--- src/udim_pkg.sv ---
// Package with offsets, field positions, reset values and timing for the init/mode register bank.
package udim_pkg;
  // Register offsets on the parallel bus.
  localparam logic [7:0] ADDR_REG_OFS = 8'h00;
  localparam logic [7:0] MODE_REG_OFS = 8'h0C;
  // Address register fields.
  localparam int DEV_EN_BIT = 7;
  localparam logic [6:0] ADDR_RESET = 7'h00;
  // Mode register fields.
  localparam int STRAP_HI_BIT = 15;
  localparam int STRAP_MID_BIT = 14;
  localparam int STRAP_LO_BIT = 13;
  localparam int DMA_CLK_BIT = 9;
  localparam int VBUS_BIT = 8;
  localparam int CLK_ON_BIT = 7;
  localparam int RESUME_BIT = 6;
  localparam int SUSP_BIT = 5;
  localparam int SRST_BIT = 4;
  localparam int GIRQ_BIT = 3;
  localparam int WAKE_RD_BIT = 2;
  localparam int PIN_STYLE_BIT = 1;
  localparam int PULLUP_BIT = 0;
  // Writable bits of the mode register; reserved bits 12..10 have no storage.
  localparam logic [15:0] MODE_WR_MASK = 16'h02FF;
  localparam logic [15:0] MODE_RESET = 16'h0000;
  // Bits kept across a USB bus reset.
  localparam logic [15:0] MODE_BUSRST_KEEP = 16'h0009;
  // Timing figures in microseconds and clock rate in MHz.
  localparam int CLK_MHZ = 250;
  localparam int SUSP_CLK_US = 2000;
  localparam int RESUME_WAIT_US = 5000;
  localparam int RESUME_LEN_US = 10000;
  localparam int WAKE_PULSE_US = 1000;
  localparam int SUSP_CLK_CYC = SUSP_CLK_US * CLK_MHZ;
  localparam int RESUME_WAIT_CYC = RESUME_WAIT_US * CLK_MHZ;
  localparam int RESUME_LEN_CYC = RESUME_LEN_US * CLK_MHZ;
  localparam int WAKE_PULSE_CYC = WAKE_PULSE_US * CLK_MHZ;
  localparam int CNT_W = 22;

  // One bus access as seen by the bank.
  typedef struct packed {
    logic rd;
    logic wr;
    logic hiLane;
    logic [7:0] addr;
    logic [15:0] wdata;
  } udim_bus_t;

  // Power and resume sequencer states.
  typedef enum logic [2:0] {
    PS_RUN = 3'b000,
    PS_SUSP_WAIT = 3'b001,
    PS_SUSP = 3'b010,
    PS_RES_WAIT = 3'b011,
    PS_RES_DRIVE = 3'b100
  } udim_pstate_t;
endpackage : udim_pkg

--- src/udim_regs.sv ---
// Address and mode register bank with suspend, resume and soft-reset sequencing.
// Operation
// RQ1 - 8-bit bus: low byte first
// RQ2 - 16-bit bus: ignore upper lane on bytes
// RQ3 - Select endpoint index before endpoint registers
// RQ4 - Reserved bits unstored, writes ignored
// RQ5 - Address clears on any reset
// RQ6 - Enable clears on resets, sets on bus reset
// RQ7 - Firmware writes address then sends status packet
// RQ8 - New address applies after status acknowledged
// RQ9 - Bits 15..13 mirror strap pins
// RQ10 - Bit 9 gates DMA clock
// RQ11 - Bit 8 shows bus power sense
// RQ12 - Bit 7 keeps clocks; else stop after 2 ms
// RQ13 - Resume toggle: wait 5 ms, drive 10 ms
// RQ14 - Suspend toggle enters suspend
// RQ15 - Soft reset toggle equals hardware reset
// RQ16 - Bit 3 gates interrupt output
// RQ17 - Read in suspend wakes when enabled
// RQ18 - Suspend pin level or 1 ms wake pulse
// RQ19 - Bit 0 connects pull-up, kept over bus reset
`timescale 1ns/1ps
module udim_regs #(
  parameter int SUSP_CLK_CYCLES = udim_pkg::SUSP_CLK_CYC,
  parameter int RESUME_WAIT_CYCLES = udim_pkg::RESUME_WAIT_CYC,
  parameter int RESUME_LEN_CYCLES = udim_pkg::RESUME_LEN_CYC,
  parameter int WAKE_PULSE_CYCLES = udim_pkg::WAKE_PULSE_CYC
) (
  input wire logic clk,
  input wire logic nrst,
  input wire logic clkEn,
  input wire logic busWide16,
  input wire udim_pkg::udim_bus_t busReq,
  output logic [15:0] rdData,
  input wire logic usbBusReset,
  input wire logic statusAcked,
  input wire logic irqPending,
  input wire logic modeSelectPinB,
  input wire logic modeSelectPinA,
  input wire logic busConfigStrap,
  input wire logic busPowerSense,
  output logic [7:0] activeAddr,
  output logic deviceEnabled,
  output logic dmaClockGate,
  output logic oscRunning,
  output logic resumeDrive,
  output logic suspendPin,
  output logic pullupConnect,
  output logic irqOut
);
  // Address register, the address in use for matching, and mode storage.
  logic [7:0] addr_q;
  logic [7:0] addrUse_q;
  logic addrPend_q;
  logic [15:0] mode_q;
  // Strap levels captured after reset release, never under the async reset itself.
  logic [2:0] strap_q;
  logic strapDone_q;
  logic vbus_q;
  // Sequencer state, shared counter and soft-reset request.
  udim_pkg::udim_pstate_t pst_q;
  udim_pkg::udim_pstate_t pst_d;
  logic [udim_pkg::CNT_W-1:0] cnt_q;
  logic [udim_pkg::CNT_W-1:0] cnt_d;
  logic [udim_pkg::CNT_W-1:0] pulse_q;
  logic softRst;

  // On an 8-bit bus the high lane is a second byte access; on 16 bits it is the whole word.
  wire logic [15:0] laneData = busReq.hiLane ? {busReq.wdata[7:0], 8'h00} : {8'h00, busReq.wdata[7:0]};
  wire logic [15:0] wrData = busWide16 ? busReq.wdata : laneData; // see RQ1
  wire logic [15:0] laneMask = busWide16 ? 16'hFFFF : (busReq.hiLane ? 16'hFF00 : 16'h00FF);
  wire logic wrAddr = busReq.wr && (busReq.addr == udim_pkg::ADDR_REG_OFS) && !busReq.hiLane;
  wire logic wrMode = busReq.wr && (busReq.addr == udim_pkg::MODE_REG_OFS);
  wire logic rdAny = busReq.rd && (busReq.addr == udim_pkg::ADDR_REG_OFS || busReq.addr == udim_pkg::MODE_REG_OFS);
  // Only writable bits take new data; reserved and read-only positions stay zero.
  wire logic [15:0] modeMask = laneMask & udim_pkg::MODE_WR_MASK; // see RQ4
  wire logic [15:0] modeNew = (mode_q & ~modeMask) | (wrData & modeMask);
  // A trigger fires on its falling edge, that is, a one followed by a zero written.
  wire logic [15:0] modeFall = mode_q & ~modeNew & {16{wrMode}};
  wire logic resumeTrig = modeFall[udim_pkg::RESUME_BIT]; // see RQ13
  wire logic suspTrig = modeFall[udim_pkg::SUSP_BIT]; // see RQ14
  assign softRst = modeFall[udim_pkg::SRST_BIT]; // see RQ15
  wire logic wakeRead = rdAny && mode_q[udim_pkg::WAKE_RD_BIT] && (pst_q == udim_pkg::PS_SUSP); // see RQ17
  wire logic inSusp = (pst_q == udim_pkg::PS_SUSP_WAIT) || (pst_q == udim_pkg::PS_SUSP);
  // Once the clock stops in suspend the go-suspend bit reads back set; a waking read clears it again,
  // so that a later mode write with that bit low cannot fall and drop the device back into suspend.
  wire logic suspStop = (pst_q == udim_pkg::PS_SUSP_WAIT) && (pst_d == udim_pkg::PS_SUSP)
    && !mode_q[udim_pkg::CLK_ON_BIT]; // see RQ12
  wire logic [15:0] suspBit = 16'h0001 << udim_pkg::SUSP_BIT;
  // Next mode word: a bus write, then the hardware set or clear of the go-suspend bit on top.
  wire logic [15:0] modeBase = wrMode ? modeNew : mode_q;
  wire logic [15:0] modeNext = suspStop ? (modeBase | suspBit)
    : (wakeRead ? (modeBase & ~suspBit) : modeBase);
  // Read image of the mode register with the captured straps and the live bus power mirror.
  wire logic [15:0] modeRd = {strap_q, 3'b000, mode_q[udim_pkg::DMA_CLK_BIT], vbus_q, mode_q[7:0]}; // see RQ9
  wire logic [15:0] rdWord = (busReq.addr == udim_pkg::MODE_REG_OFS) ? modeRd : {8'h00, addr_q};
  // Byte reads on a 16-bit bus return the whole word; the processor ignores the upper lane.
  wire logic [15:0] rdLane = (!busWide16 && busReq.hiLane) ? {8'h00, rdWord[15:8]} : rdWord; // see RQ2

  // Sequencer next state: suspend entry, clock stop delay, resume wait and drive.
  always_comb
  begin
    pst_d = pst_q;
    cnt_d = cnt_q;
    case (pst_q)
      udim_pkg::PS_RUN:
      begin
        if (suspTrig)
        begin
          pst_d = udim_pkg::PS_SUSP_WAIT;
          cnt_d = '0;
        end
        else if (resumeTrig)
        begin
          pst_d = udim_pkg::PS_RES_WAIT;
          cnt_d = '0;
        end
      end
      udim_pkg::PS_SUSP_WAIT:
      begin
        // With clocks kept on, suspend is entered but the oscillator stays up.
        if (cnt_q == udim_pkg::CNT_W'(SUSP_CLK_CYCLES - 1))
          pst_d = udim_pkg::PS_SUSP; // see RQ12
        else
          cnt_d = cnt_q + 1'b1;
      end
      udim_pkg::PS_SUSP:
      begin
        if (wakeRead || resumeTrig)
        begin
          pst_d = resumeTrig ? udim_pkg::PS_RES_WAIT : udim_pkg::PS_RUN;
          cnt_d = '0;
        end
      end
      udim_pkg::PS_RES_WAIT:
      begin
        if (cnt_q == udim_pkg::CNT_W'(RESUME_WAIT_CYCLES - 1))
        begin
          pst_d = udim_pkg::PS_RES_DRIVE;
          cnt_d = '0;
        end
        else
          cnt_d = cnt_q + 1'b1;
      end
      udim_pkg::PS_RES_DRIVE:
      begin
        if (cnt_q == udim_pkg::CNT_W'(RESUME_LEN_CYCLES - 1))
          pst_d = udim_pkg::PS_RUN; // see RQ13
        else
          cnt_d = cnt_q + 1'b1;
      end
      default:
      begin
        pst_d = udim_pkg::PS_RUN;
        cnt_d = '0;
      end
    endcase
  end

  // Address register: reset clears it, bus reset clears the field and sets enable.
  always_ff @(posedge clk or negedge nrst)
  begin
    if (!nrst)
    begin
      addr_q <= 8'h00;
      addrUse_q <= 8'h00;
      addrPend_q <= 1'b0;
    end
    else if (clkEn)
    begin
      if (softRst)
      begin
        addr_q <= 8'h00; // see RQ5
        addrUse_q <= 8'h00;
        addrPend_q <= 1'b0;
      end
      else if (usbBusReset)
      begin
        addr_q <= {1'b1, udim_pkg::ADDR_RESET}; // see RQ6
        addrUse_q <= {1'b1, udim_pkg::ADDR_RESET};
        addrPend_q <= 1'b0;
      end
      else if (wrAddr)
      begin
        // Firmware writes before sending the status stage, so matching keeps the old address.
        addr_q <= wrData[7:0]; // see RQ7
        addrPend_q <= 1'b1;
      end
      else if (addrPend_q && statusAcked)
      begin
        addrUse_q <= addr_q; // see RQ8
        addrPend_q <= 1'b0;
      end
    end
  end

  // Mode register storage; bus reset keeps the interrupt gate and pull-up bits.
  always_ff @(posedge clk or negedge nrst)
  begin
    if (!nrst)
      mode_q <= udim_pkg::MODE_RESET;
    else if (clkEn)
    begin
      if (softRst)
        mode_q <= udim_pkg::MODE_RESET;
      else if (usbBusReset)
        mode_q <= mode_q & udim_pkg::MODE_BUSRST_KEEP; // see RQ19
      else
        mode_q <= modeNext; // see RQ12
    end
  end

  // Straps are taken once after reset release; bus power is followed every cycle.
  always_ff @(posedge clk or negedge nrst)
  begin
    if (!nrst)
    begin
      strap_q <= 3'b000;
      strapDone_q <= 1'b0;
      vbus_q <= 1'b0;
    end
    else if (clkEn)
    begin
      vbus_q <= busPowerSense; // see RQ11
      if (!strapDone_q)
      begin
        strap_q <= {modeSelectPinB, modeSelectPinA, busConfigStrap}; // see RQ9
        strapDone_q <= 1'b1;
      end
    end
  end

  // Sequencer and wake pulse counter; soft reset returns to running.
  always_ff @(posedge clk or negedge nrst)
  begin
    if (!nrst)
    begin
      pst_q <= udim_pkg::PS_RUN;
      cnt_q <= '0;
      pulse_q <= '0;
    end
    else if (clkEn)
    begin
      pst_q <= softRst ? udim_pkg::PS_RUN : pst_d;
      cnt_q <= softRst ? '0 : cnt_d;
      // A soft reset also cancels a wake pulse in flight, as a hardware reset would.
      if (softRst)
        pulse_q <= '0; // see RQ15
      else if (pst_q == udim_pkg::PS_SUSP && pst_d != udim_pkg::PS_SUSP)
        pulse_q <= udim_pkg::CNT_W'(WAKE_PULSE_CYCLES); // see RQ18
      else if (pulse_q != '0)
        pulse_q <= pulse_q - 1'b1;
    end
  end

  // Registered outputs.
  always_ff @(posedge clk or negedge nrst)
  begin
    if (!nrst)
    begin
      rdData <= 16'h0000;
      activeAddr <= 8'h00;
      deviceEnabled <= 1'b0;
      dmaClockGate <= 1'b0;
      oscRunning <= 1'b1;
      resumeDrive <= 1'b0;
      suspendPin <= 1'b0;
      pullupConnect <= 1'b0;
      irqOut <= 1'b0;
    end
    else if (clkEn)
    begin
      rdData <= busReq.rd ? rdLane : 16'h0000;
      activeAddr <= {1'b0, addrUse_q[6:0]};
      deviceEnabled <= addrUse_q[udim_pkg::DEV_EN_BIT];
      dmaClockGate <= mode_q[udim_pkg::DMA_CLK_BIT]; // see RQ10
      oscRunning <= (pst_q != udim_pkg::PS_SUSP) || mode_q[udim_pkg::CLK_ON_BIT]; // see RQ12
      resumeDrive <= (pst_q == udim_pkg::PS_RES_DRIVE);
      suspendPin <= mode_q[udim_pkg::PIN_STYLE_BIT] ? (pulse_q != '0) : inSusp; // see RQ18
      pullupConnect <= mode_q[udim_pkg::PULLUP_BIT]; // see RQ19
      irqOut <= irqPending && mode_q[udim_pkg::GIRQ_BIT]; // see RQ16
    end
  end
endmodule : udim_regs

--- config.mk ---
export PLATFORM = sky130hd
export DESIGN_NAME = udim_regs
export DESIGN_NICKNAME = d
export VERILOG_FILES = /design/src/udim_pkg.sv /design/src/udim_regs.sv
export SDC_FILE = /design/constraint.sdc
export NUM_CORES = 1
export LEC_CHECK = 0
export CAP_MARGIN = 20
export CORE_ASPECT_RATIO = 0.6
export CORE_MARGIN = 10
export CORE_UTILIZATION = 25
export CTS_CLUSTER_DIAMETER = 80
export CTS_CLUSTER_SIZE = 10
export DETAILED_ROUTE_END_ITERATION = 10
export DONT_BUFFER_PORTS = 1
export GPL_TIMING_DRIVEN = 0
export PLACE_DENSITY_LB_ADDON = 0.1
export SLEW_MARGIN = 20
export SYNTH_ARGS = -nofsm -noshare
export SYNTH_HDL_FRONTEND = slang
export SYNTH_SLANG_ARGS = --single-unit
--- constraint.sdc ---
create_clock -name clk -period 4 [get_ports clk]
set_input_delay 0.8 -clock clk [delete_from_list [all_inputs] [get_ports clk]]
set_output_delay 0.8 -clock clk [all_outputs]
set_load 0.01 [all_outputs]
* Yosys cells after proc, flatten, opt, wreduce, memory -nomap -nowiden
Index checks and enable logic that the tools add are counted.
** Storage, ports and cells
- Flip-flop bits (word level) :: 115
- Input bits :: 38
- ROM bits :: 0
- Latch bits :: 0
- Memories :: 0
- Memory bits (writable) :: 0
- Word-level logic and storage cells :: 127
** Operators by class
- Bitwise gates (word level) :: 8
- Mux-type cells :: 44
- $lt $le $gt $ge :: 0
- Divide/modulo/power cells :: 0
- Add/sub/neg operators :: 2
- Equal/unequal tests :: 17
- Reduce and logical (&&, ||, !) cells :: 35
- Multipliers :: 0
- Shifts and indexed selects :: 0
** Operators by type and width (number)
- $mux 22 :: 10
- $mux 16 :: 8
- $pmux 22 s5 :: 1
- $mux 8 :: 7
- $add 22x1->22 const B :: 1
- $eq 22x19->1 const B :: 1
- $eq 22x21->1 const B :: 1
- $eq 22x22->1 const B :: 1
- $reduce_bool 22->1 :: 1
- $sub 22x1->22 const B :: 1
- $mux 3 :: 7
- $mux 10 :: 2
- $and 16x10->16 :: 1
- $and 16x16->16 :: 1
- $not 10->16 :: 1
- $or 16x16->16 :: 1
- $pmux 3 s5 :: 1
- $and 7x7->7 :: 2
- $logic_and 1x1->1 :: 12
- $mux 6 :: 2
- $reduce_and 2->1 :: 6
- $eq 3x2->1 const B :: 3
- $ne 3x2->1 const B :: 3
- $ne 3x3->1 const B :: 3
- 18 further kinds :: 29

* Longest topological paths before layout
Gate-level depths: netlist of the first run.
- Depth after elaboration :: 17
- Mapped depth :: 8

* Least setup slack after synthesis of the first run
Ideal clock, no wire load.
- Path kind :: in2reg
- Start :: input port busReq[5] (netlist bit)
- End :: register pulse_q[8] (netlist bit)
- Stages :: 7
- Path buffers :: 1
- Arrival :: 2.525 ns
- Library setup time :: 0.124 ns
- Path slack :: 1.351 ns
- Cells stage by stage :: or3b_2 a2111oi_2 a21oi_1 o21ai_1 buf_2 nor3_1 a211o_1
** On the way
- Word-level cells in the longest chain between the ends :: 13
- Elaborated cells between the ends (all ways) :: 15
- Classes of those cells :: eq/ne: 1; mux: 6; bitwise: 5; reduce/logical: 3
** RTL lines
- from (decl) :: RTL line udim_regs.sv:33 : input wire udim_pkg::udim_bus_t busReq,
- $mux 16 :: RTL line udim_regs.sv:69 : wire logic [15:0] laneData = busReq.hiLane ? {busReq.wdata[7:0], 8'h00} : {8'h00, busReq.wdata[7:0]};
- $mux 16 (*) :: RTL line udim_regs.sv:70 : wire logic [15:0] wrData = busWide16 ? busReq.wdata : laneData;
- $and 16x10->16 (*) :: RTL line udim_regs.sv:77 : wire logic [15:0] modeNew = (mode_q & ~modeMask) | (wrData & modeMask);
- $or 16x16->16 (*) :: RTL line udim_regs.sv:77
- $not 7->7 (*) :: RTL line udim_regs.sv:79 : wire logic [15:0] modeFall = mode_q & ~modeNew & {16{wrMode}};
- $and 7x7->7 (*) (2 in a row) :: RTL line udim_regs.sv:79
- $mux 3 (*) :: RTL line udim_regs.sv:108 : if (suspTrig)
- $pmux 3 s5 (*) :: RTL line udim_regs.sv:105 : case (pst_q)
- $ne 3x2->1 (*) :: RTL line udim_regs.sv:249 : else if (pst_q == udim_pkg::PS_SUSP && pst_d != udim_pkg::PS_SUSP)
- $logic_and 1x1->1 (*) :: RTL line udim_regs.sv:249
- $reduce_bool 3->1 (no line) / $mux 22 (equally long branches)
- $reduce_and 2->1 (no line) / $mux 22 (equally long branches)
- to (signal assigned) :: RTL line udim_regs.sv:250 : pulse_q <= udim_pkg::CNT_W'(WAKE_PULSE_CYCLES);
- to (signal assigned) :: RTL line udim_regs.sv:252 : pulse_q <= pulse_q - 1'b1;
- to (decl) :: RTL line udim_regs.sv:65 : logic [udim_pkg::CNT_W-1:0] pulse_q;
Mark *: on every way between the ends. The rest lies on a longest branch, timed or not.
A chain may end at the register's enable or synchronous reset.

* Worst setup path in the final report of the first run
- Start :: register cnt_q[0] (netlist bit)
- End :: register cnt_q[8] (netlist bit)
** On the way
- Word-level cells in the longest chain between the ends :: 4
- Elaborated cells between the ends (all ways) :: 12
- Classes of those cells :: add/sub: 1; eq/ne: 5; mux: 5; reduce/logical: 1
** RTL lines
- from (decl) :: RTL line udim_regs.sv:63 : logic [udim_pkg::CNT_W-1:0] cnt_q;
- from (signal assigned) :: RTL line udim_regs.sv:245 : cnt_q <= softRst ? '0 : cnt_d;
- $add 22x1->22 / $eq 22x21->1 (equally long branches)
- $mux 22, on equally long branches :: RTL line udim_regs.sv:147, udim_regs.sv:122, udim_regs.sv:137
- $pmux 22 s5 :: RTL line udim_regs.sv:105
- $mux 22 :: RTL line udim_regs.sv:245
Several ways; a longest one is shown, not always the timed one. The select of a mux whose other input is x is not followed.

==> reports/results.txt, run 1 <==
Most frequent cell after synthesis -> dfrtp_1
Count of buffers from port buffering -> 0
H-tree depth -> 3
RSZ-0062 raised after global routing -> false
Worst Hold Class -> in2async
Number of global-route vias before repair -> 4845
Cell family with most CP delay -> simple AND/OR/NAND/NOR gates
Critical Path RT -> 4.26 ns
Via count -> 5114
Setup WS pre-CTS -> 0.674 ns
DP HPWL -> 15800 µm
Die Width -> 216 µm
Sw frac -> 0.318
Clock Path Buffers -> 2
Drt pass-1 iters -> 5
CP Cell Sequence -> ha_1, nand4b_1, or4_1, o21ai_2, nor2_1, clkbuf_1, and3_1, a211o_2
Power Internal -> 0.00185 W
Crit path depth -> 8
Worst path max stage delay -> 0.57 ns
Max VDD drop -> 0.205 mV
Met2 WL -> 8150 µm
I/O pin cnt -> 69
Post-synth EDFFs -> 0
Dpl cell area -> 6190 µm²
Pwr dens -> 416 nW/µm²
ANT cells -> 0
Synth-to-layout area growth -> 12.6%
Largest net degree at the start of global routing -> 106
Final Util -> 0.291
Cell area after synthesis -> 5780 µm²
Clock Power Share -> 0.367
Syn Area/Cell -> 9.53 µm²
First-pass GRT wire length -> 32100 µm
Critical Path Sink Type -> flop
Fraction of registers with async set/reset -> 1.00
Synth area leaders -> dfrtp_1 (45%), a22o_1 (3.9%), nand2_1 (3.3%)
CP bufs+invs -> 1
Final setup viols -> 0
TritonCTS clock tree -> done
Detail Route Antenna Nets -> 0
Reg2reg start -> cnt_q[0]$_DFFE_PN0P_
Clk Tree Root Cell -> clkbuf_16
# hold bufs at CTS -> 0
Hold_ws -> 0.117 ns
Clock slew seen by the registers of the worst setup and hold paths -> 0.08 ns
Drt via density -> 5.47
CTS Buf Count -> 9
Clock sink count -> 105
Final nets -> 662
Yosys synthesis warning count -> 0
Final Max Slew Viols -> 0
Iter 0 DRT Violations -> 461
Peak Freq -> 318 MHz
Tmin final -> 3.15 ns
Slew HR -> 0.284
Residual DRC -> 0
Clk_lat worst skew -> 0.38 ns
Outcome -> finished clean
Reg2reg path depth -> 8
Final WL -> 21100 µm
Final count of hold timing violations -> 0
Gpl congestion -> 0.820
Actual slew at the worst max-slew pin -> 1.07 ns
Starting Density -> 0.258
Worst Setup Path Type -> reg2reg
Pleak -> 2.63 nW
Switching power -> 0.000862 W
Cells resized by post-CTS repair -> 0
Yosys top cell by area -> dfrtp_1
CORE AREA -> 22400 µm²
Worst-path maximum fanout -> 10
Combinational Power Share -> 0.155
Sequential fraction of the synthesis area -> 0.455
Final worst-path cycle share -> 0.787
Total global routing overflow -> 0
Global Route Usage Sum -> 0.142
Synth Register Bits -> 105
Seq pwr share -> 0.478
Top Layer Used -> met4
Synth top area share -> 0.450
Critical Path Start -> cnt_q[0]$_DFFE_PN0P_
M1 wire length -> 11300 µm
Design area -> 6510 µm²
Share of layout cells above drive strength 1 -> 0.102
Slowest CP cell -> or4_1
Final worst slack -> 0.853 ns
Die area -> 29800 µm²
Antenna violations before repair -> 0
Die Y -> 138 µm
Synth cell count leaders -> dfrtp_1 (104), nand2_1 (51), nor2_1 (39)
Final Skew -> 0.0100 ns
# Max-Cap Violations -> 0
Arrival time of the worst setup path -> 3.41 ns
WL met3 -> 1510 µm
TNS Setup -> 0 ns
Core Rows -> 42
Startpoint Class -> flop
Setup Fix Bufs, Post-CTS -> 0
Yosys cell types -> 80
Most used flip-flop cell after synthesis -> dfrtp_1
Synth Instances -> 607
Wirelength per Cell -> 22.6 µm
metrics by stage:
stage	std cells	power, W
finish	935	0.00271
global route	935	0.00284
CTS	935	0.00273
detailed placement	919	0.00173
global placement	918	0.00172
floorplan	610	0.00159
worst paths after layout:
| path | to | slack, ns |
|---|---|---|
| min | cnt_q[1]$_DFFE_PN0P_ | 0.12 |
| min in group clk | pulse_q[10]$_DFFE_PN0P_ | 0.48 |
| min reg2reg | pulse_q[10]$_DFFE_PN0P_ | 0.48 |
| max reg2reg | cnt_q[8]$_DFFE_PN0P_ | 0.85 |
| max in group asynchronous | oscRunning$_DFFE_PN1P_ | 3.60 |
| max | cnt_q[8]$_DFFE_PN0P_ | 0.85 |
power groups by stage:
stage	clock, W	combinational (W)	sequential [W]
global route	0.00106	0.000470	0.00131
finish	0.000993	0.000421	0.00130
detailed placement	0	0.000417	0.00131
CTS	0.00102	0.000418	0.00129
global placement	0	0.000412	0.00131
floorplan	0	0.000316	0.00127
layer usage:
layer,global-route usage,vias to the layer above
met2,0.184,150
met1,0.222,2602
li1,-,2351
met4,0.0255,0
met3,0.0414,11
met5,0,-
logic make-up (layout without fill, tap and decap cells):
group           after synthesis  in the layout  synth area share
flops                       105            105             0.455
simple gates                243            243             0.228
fa+ha+maj                     2              2           0.00433
buf+inv                      52             69            0.0396
other cells                   1              4          0.000649
mux                          22             22            0.0413
xor+xnor                      2              2           0.00303
compound gates              180            180             0.229
sequential cells by signal (all words and copies together), names as in the netlist, 3 cells and up:
name,flops
activeAddr,7
addrUse_q,8
addr_q,8
cnt_q,22
mode_q,9
pst_q,3
pulse_q,22
rdData,13
strap_q,3
final cells by class:
class	instances	area (µm²)
clock buffers	9	225
well taps	308	385
clock inverters	7	92.6
multi-input cells	453	2940
plain buffers	39	180
repair buffers	1	7.51
fillers	2426	15900
inverters	13	48.8
flip-flops and latches	105	2630
placed cells by master, fill, tap and decap left out, drive strengths merged, types with 7 or more instances in the layout:
| master | synthesis | final |
|---|---|---|
| nor3 | 25 | 25 |
| buf | 11 | 12 |
| nand2 | 51 | 51 |
| clkbuf | 28 | 37 |
| nand4 | 11 | 11 |
| nor2 | 40 | 40 |
| mux2i | 7 | 7 |
| a22oi | 7 | 7 |
| a21o | 9 | 9 |
| nand3 | 24 | 24 |
| a21oi | 23 | 23 |
| a31oi | 11 | 11 |
| nor4 | 15 | 15 |
| and3 | 17 | 17 |
| inv | 13 | 18 |
| mux2 | 15 | 15 |
| o21ai | 39 | 39 |
| o2bb2ai | 12 | 12 |
| dfrtp | 104 | 104 |
| a221o | 9 | 9 |
| nand2b | 10 | 10 |
| a22o | 27 | 27 |
(Power assumes the default switching activity.)
==> inputs of run 2 (changes only) <==
Clock period 4 ns to 2.55 ns, I/O delays scaled along.
==> run 2 against run 1 <==
Against the previous run:
- the run now ends with negative hold slack left
- wire length increased by 2.3%
- count of clock-buffer cells in the layout unchanged
- flip-flop and latch count stayed put
- final area is 4.9% higher
- sequential share of layout area decreased by 1.7 points
- first-iteration DRC count is 3.7% higher
- register-to-register slack got worse by 0.85 ns
- clock power increased by 57%
- clock skew is 0.0010 ns lower
- core utilization grew 1.4 points
- fmax is 24% higher
- power grew 60%
- critical endpoint is now cnt_q[10]$_DFFE_PN0P_
- largest power group unchanged
==> reports/results.txt, run 2 (synthesis results as in run 1) <==
TritonCTS clock tree -> done
Global Route Usage Sum -> 0.146 (+0.00327)
GR met2 Demand/Resource -> 0.188 (+0.00398)
Final Skew -> 0.00897 ns (-0.00103 ns)
Peak Freq -> 393 MHz (+24%)
R2R Path End -> cnt_q[10]$_DFFE_PN0P_
Startpoint Class -> flop
Worst Hold Class -> in2async
CP Cell Sequence -> or4bb_1, or4_4, or2_4, o22ai_4, buf_6, nor2_4, a221o_1
Final count of hold timing violations -> 104 (+104)
RSZ-0062 raised after global routing -> true
Reg2reg start -> cnt_q[9]$_DFFE_PN0P_
Arrival time of the worst setup path -> 2.80 ns (-0.61 ns)
Hold_ws -> -0.173 ns (-0.290 ns)
Most common cell after layout, fill and taps aside -> dfrtp_1
Core Rows -> 42 (unchanged)
Total global routing overflow -> 0 (unchanged)
Final WL -> 21600 µm (+2.3%)
Actual slew at the worst max-slew pin -> 0.784 ns (-0.290 ns)
Detail Route Antenna Nets -> 0 (unchanged)
Worst-path maximum fanout -> 7 (-3)
Outcome -> finished with violations
Drt via density -> 5.40 (-1.3%)
Number of global-route vias before repair -> 5015 (+3.5%)
Slew HR -> 0.477 (+0.193)
Final setup viols -> 0 (unchanged)
Synth-to-layout area growth -> 18.2%
Clk Tree Root Cell -> clkbuf_16
Final Max Slew Viols -> 0 (unchanged)
Max VDD drop -> 0.322 mV (+58%)
Most frequent cells in the layout -> dfrtp_1 (95), nand2_1 (51), nor2_1 (38)
Starting Density -> 0.258 (unchanged)
Worst Setup Path Type -> reg2reg
Cell family with most CP delay -> simple AND/OR/NAND/NOR gates
Pleak -> 2.76 nW (+5.2%)
Slowest CP cell -> or4_4
Final worst-path cycle share -> 0.999 (+0.212)
Via count -> 5127 (+0.25%)
Tmin final -> 2.55 ns (-0.600 ns)
# Max-Cap Violations -> 0 (unchanged)
Top flop regs -> cnt_q x22, pulse_q x22, rdData x13
Antenna violations before repair -> 0 (unchanged)
Final nets -> 677 (+2.3%)
Clock Path Buffers -> 2 (unchanged)
Share of layout cells above drive strength 1 -> 0.179 (+0.0771)
Critical Path RT -> 2.81 ns (-1.45 ns)
Worst path max stage delay -> 0.53 ns (-0.04 ns)
Clk_lat worst skew -> 0.38 ns (about the same)
Critical Path Sink Type -> flop
Top Usage Layer GRT -> met1
Met1 GRT Util -> 0.227 (+0.00490)
DP HPWL -> 15800 µm (unchanged)
Die area -> 29800 µm² (unchanged)
Pwr dens -> 636 nW/µm² (+53%)
Residual DRC -> 0 (unchanged)
H-tree depth -> 3 (unchanged)
Setup slack, reg-to-reg -> 0.003 ns (-0.85 ns)
Die Y -> 138 µm (unchanged)
CTS Buf Count -> 9 (unchanged)
Final Util -> 0.305 (+0.0144)
Met3 Track Usage GR -> 0.0429 (+0.00153)
Final Total Pwr -> 0.00434 W (+60%)
ANT cells -> 0 (unchanged)
CORE AREA -> 22400 µm² (unchanged)
Failing checks -> negative hold slack
Clock sink count -> 105 (unchanged)
I/O pin cnt -> 69 (unchanged)
Die Width -> 216 µm (unchanged)
Count of buffers from port buffering -> 0 (unchanged)
CP bufs+invs -> 1 (unchanged)
Clock slew seen by the registers of the worst setup and hold paths -> 0.08 ns (about the same)
Gpl congestion -> 0.820 (unchanged)
Drt pass-1 iters -> 5 (unchanged)
Wirelength per Cell -> 22.8 µm (+0.66%)
Largest net degree at the start of global routing -> 106 (unchanged)
Reg2reg path depth -> 7 (-1)
First-pass GRT wire length -> 32900 µm (+2.4%)
Iter 0 DRT Violations -> 478 (+3.7%)
-- run 2: cell count changes in the layout (fill, tap and decap cells not counted), sizes merged --
cell    before  now
buf         12   32
clkbuf      37   32
-- run 2: layer usage --
layer	wire length, µm	up-vias
li1	-	2378
met1	11600	2602
met2	8320	136
met3	1540	11
met4	155	0
met5	0	-
-- run 2: metrics by stage --
step	std cells	setup TNS [ns]	area, µm²	setup WS, ns
6_report	950	0	6830	0.00298
3_3_place_gp	918	-22.35	6180	-0.824
3_5_place_dp	919	-18.97	6190	-0.521
4_1_cts	950	-0.0873	6720	-0.0196
5_1_grt	950	-0.542	6830	-0.0702
2_1_floorplan	610	0	5790	0.0987
-- run 2: worst max-delay path by stage --
stage / startpoint / end / slack, ns / cells past startpoint
floorplan: cnt_q[5]$_DFFE_PN0P_ / cnt_q[7]$_DFFE_PN0P_ / 0.1 / 7
global placement: clkEn / addrUse_q[4]$_DFFE_PN0P_ / -0.82 / 5
detailed placement: cnt_q[0]$_DFFE_PN0P_ / cnt_q[8]$_DFFE_PN0P_ / -0.52 / 8
CTS: cnt_q[9]$_DFFE_PN0P_ / cnt_q[7]$_DFFE_PN0P_ / -0.02 / 7
global route: cnt_q[9]$_DFFE_PN0P_ / cnt_q[10]$_DFFE_PN0P_ / -0.07 / 7
finish: cnt_q[9]$_DFFE_PN0P_ / cnt_q[10]$_DFFE_PN0P_ / 0.003 / 7
-- run 2: timing repair --
action,4_1_cts,5_1_grt
buffers inserted,18,1
gates resized for setup,23,22
setup endpoints to repair,38,54
pin swaps,7,7
hold endpoints to repair,104,104
-- run 2: power by group --
group          switching (W)  leakage (nW)  internal, W
logic               0.000414          1.27     0.000325
registers           0.000210          1.34      0.00183
clock network       0.000765         0.158     0.000797
total                0.00139          2.76      0.00296
-- run 2: layout make-up --
cell class,count,area [µm²]
buffer,35,179
clock buffer,9,225
clock inverter,7,92.6
fill,2395,15600
inverter,13,48.8
multi-input combinational,453,3090
sequential,105,2640
tap,308,385
timing repair buffer,20,166
-- run 2: worst register-to-register path: stages (launching register included) --
cell,delay [ns]
dfrtp_2,0.44
or4bb_1,0.50
or4_4,0.53
or2_4,0.26
o22ai_4,0.16
buf_6,0.18
nor2_4,0.06
a221o_1,0.29
==> inputs of run 3 (changes only) <==
Settings changed: PLACE_DENSITY_LB_ADDON 0.1 to not set.
==> run 3 against run 2 <==
Against the previous run:
- the flow finishes with violations (negative hold slack, negative setup slack)
- clock power is 4% lower
- wire length decreased by 8.1%
- fmax decreased by 0.65%
- non-clock buffer count fell by 2
- via count increased by 2.6%
- final area fell by 0.22%
- first-iteration DRC count is 31% higher
- sequential power is essentially flat
- clock skew increased by 0.0090 ns
- core utilization fell by 0.067 points
- sequential share of layout area grew 0.067 points
==> reports/results.txt, run 3 (synthesis results as in run 1) <==
WL met3 -> 2790 µm (+81%)
Clock slew seen by the registers of the worst setup and hold paths -> 0.07 ns (about the same)
Via count -> 5262 (+2.6%)
Die Width -> 216 µm (unchanged)
Design area -> 6820 µm² (-0.22%)
CORE AREA -> 22400 µm² (unchanged)
Hold_ws -> -0.158 ns (+0.0145 ns)
Pwr dens -> 629 nW/µm² (-1.1%)
Most common cell after layout, fill and taps aside -> dfrtp_1
TNS Setup -> -0.0482 ns (-0.0482 ns)
Count of buffers from port buffering -> 0 (unchanged)
CP Cell Sequence -> or4bb_1, or4_4, or2_4, o22ai_4, buf_6, nor2_4, a221o_1
Final nets -> 675 (-0.30%)
Final worst-path cycle share -> 1.01 (+0.00650)
Share of layout cells above drive strength 1 -> 0.177 (-0.00257)
Register area -> 2640 µm² (about the same)
Sw frac -> 0.305 (-0.0143)
I/O pin cnt -> 69 (unchanged)
Worst Setup Path Type -> reg2reg
Final setup viols -> 6 (+6)
Multi-input gate area -> 3100 µm² (about the same)
Cell family with most CP delay -> simple AND/OR/NAND/NOR gates
Number of global-route vias before repair -> 4850 (-3.3%)
Final Max Slew Viols -> 0 (unchanged)
Die area -> 29800 µm² (unchanged)
Switching power -> 0.00131 W (-5.7%)
Setup slack, reg-to-reg -> -0.01 ns (-0.02 ns)
Worst Hold Class -> in2async
Failing checks -> negative hold slack, negative setup slack
Starting Density -> 0.258 (unchanged)
Clock Path Buffers -> 2 (unchanged)
Final count of hold timing violations -> 104 (unchanged)
Iter 0 DRT Violations -> 627 (+31%)
Critical Path Sink Type -> flop
Clk_lat worst skew -> 0.37 ns (about the same)
Total global routing overflow -> 0 (unchanged)
R2R Path End -> cnt_q[21]$_DFFE_PN0P_
Top flop regs -> cnt_q x22, pulse_q x22, rdData x13
Final worst slack -> -0.0136 ns (-0.0166 ns)
Final Skew -> 0.0179 ns (+0.00896 ns)
Slowest CP cell -> or4_4
DP HPWL -> 14500 µm (-8.4%)
Clock Power Share -> 0.349 (-0.010)
Clk Tree Root Cell -> clkbuf_16
Critical Path RT -> 2.80 ns (about the same)
Wirelength per Cell -> 20.9 µm (-8.0%)
Max VDD drop -> 0.334 mV (+3.7%)
Die Y -> 138 µm (unchanged)
Largest net degree at the start of global routing -> 106 (unchanged)
H-tree depth -> 3 (unchanged)
CP bufs+invs -> 1 (unchanged)
Synth-to-layout area growth -> 17.9%
Power Internal -> 0.00298 W (+0.79%)
Slew HR -> 0.473 (-0.00416)
ANT cells -> 0 (unchanged)
Dpl cell area -> 6190 µm² (unchanged)
RSZ-0062 raised after global routing -> true
Actual slew at the worst max-slew pin -> 0.791 ns (+0.00623 ns)
Arrival time of the worst setup path -> 2.81 ns (about the same)
TritonCTS clock tree -> done
Outcome -> finished with violations
First-pass GRT wire length -> 30100 µm (-8.5%)
CTS Buf Count -> 9 (unchanged)
Detail Route Antenna Nets -> 0 (unchanged)
Worst path max stage delay -> 0.54 ns (about the same)
Residual DRC -> 0 (unchanged)
Tmin final -> 2.56 ns (+0.0166 ns)
Combinational Power Share -> 0.174 (+0.004)
Fillers -> 2383 (-0.50%)
Reg2reg start -> cnt_q[9]$_DFFE_PN0P_
Gpl congestion -> 0.962 (+17%)
Met2 WL -> 7440 µm (-11%)
Drt pass-1 iters -> 5 (unchanged)
Reg2reg path depth -> 7 (unchanged)
M1 wire length -> 9340 µm (-20%)
Pleak -> 2.76 nW (about the same)
Antenna violations before repair -> 1 (+1)
Final WL -> 19900 µm (-8.1%)
Drt via density -> 5.55 (+2.8%)
Peak Freq -> 390 MHz (-0.65%)
Startpoint Class -> flop
Seq pwr share -> 0.477 (+0.007)
Top Layer Used -> met5
Worst-path maximum fanout -> 7 (unchanged)
Most frequent cells in the layout -> dfrtp_1 (96), nand2_1 (51), nor2_1 (35)
Core Rows -> 42 (unchanged)
Global Route Usage Sum -> 0.130 (-0.0153)
# Max-Cap Violations -> 0 (unchanged)
Clock sink count -> 105 (unchanged)
run 3: cell count changes in the layout (fill, tap and decap cells not counted), moves of 2 or more:
cell    delta
nor2_2     +3
nor4_2     -2
nor4_1     +2
inv_8      -2
buf_4      -2
nor2_1     -3
run 3: power groups by stage:
| stage | combinational (W) | clock, W | sequential, W |
|---|---|---|---|
| floorplan | 0.000496 | 0 | 0.00199 |
| global route | 0.000812 | 0.00159 | 0.00207 |
| CTS | 0.000680 | 0.00152 | 0.00203 |
| finish | 0.000747 | 0.00150 | 0.00204 |
| global placement | 0.000629 | 0 | 0.00205 |
| detailed placement | 0.000639 | 0 | 0.00205 |
run 3: timing repair:
action,4_1_cts,5_1_grt
endpoints found under the setup margin,44,56
resized for setup,19,29
endpoints found under the hold margin,104,104
setup buffers,9,8
pin swaps,2,9
run 3: worst register-to-register path: stages, from the launching register on:
cell	delay [ns]
dfrtp_2	0.44
or4bb_1	0.51
or4_4	0.54
or2_4	0.29
o22ai_4	0.12
buf_6	0.18
nor2_4	0.07
a221o_1	0.30
run 3: worst max-delay path by stage:
stage | from | to | slack, ns | cells past startpoint
6_report | cnt_q[9]$_DFFE_PN0P_ | cnt_q[21]$_DFFE_PN0P_ | -0.01 | 7
3_3_place_gp | clkEn | addrUse_q[4]$_DFFE_PN0P_ | -0.63 | 5
3_5_place_dp | busReq[21] | cnt_q[5]$_DFFE_PN0P_ | -0.58 | 6
2_1_floorplan | cnt_q[5]$_DFFE_PN0P_ | cnt_q[7]$_DFFE_PN0P_ | 0.1 | 7
4_1_cts | cnt_q[5]$_DFFE_PN0P_ | cnt_q[21]$_DFFE_PN0P_ | -0.006 | 7
5_1_grt | cnt_q[9]$_DFFE_PN0P_ | cnt_q[21]$_DFFE_PN0P_ | -0.06 | 7
run 3: stage by stage:
step | hold slack, ns | setup WS [ns] | utilization | total power [W] | instances
after global routing | -0.177 | -0.0643 | 0.304 | 0.00448 | 948
after floorplan | 0.214 | 0.0987 | - | 0.00249 | 610
after global placement | 0.223 | -0.633 | 0.276 | 0.00268 | 918
after detailed placement | 0.223 | -0.579 | 0.277 | 0.00269 | 919
after CTS | -0.165 | -0.00565 | 0.297 | 0.00423 | 941
final | -0.158 | -0.0136 | 0.304 | 0.00429 | 948
run 3: final cells by class:
cell class	instances	share of cell area
Clock buffer	10	0.0351
Timing Repair Buffer	18	0.0217
Inverter	13	0.00716
Multi-Input combinational cell	453	0.454
Clock inverter	6	0.0108
Buffer	35	0.0273
Tap cell	308	0.0565
Sequential cell	105	0.387
run 3: per-layer routing:
layer	track usage	vias up
li1	-	2373
met1	0.189	2563
met2	0.163	297
met3	0.0666	27
met4	0.0263	2
met5	0	-
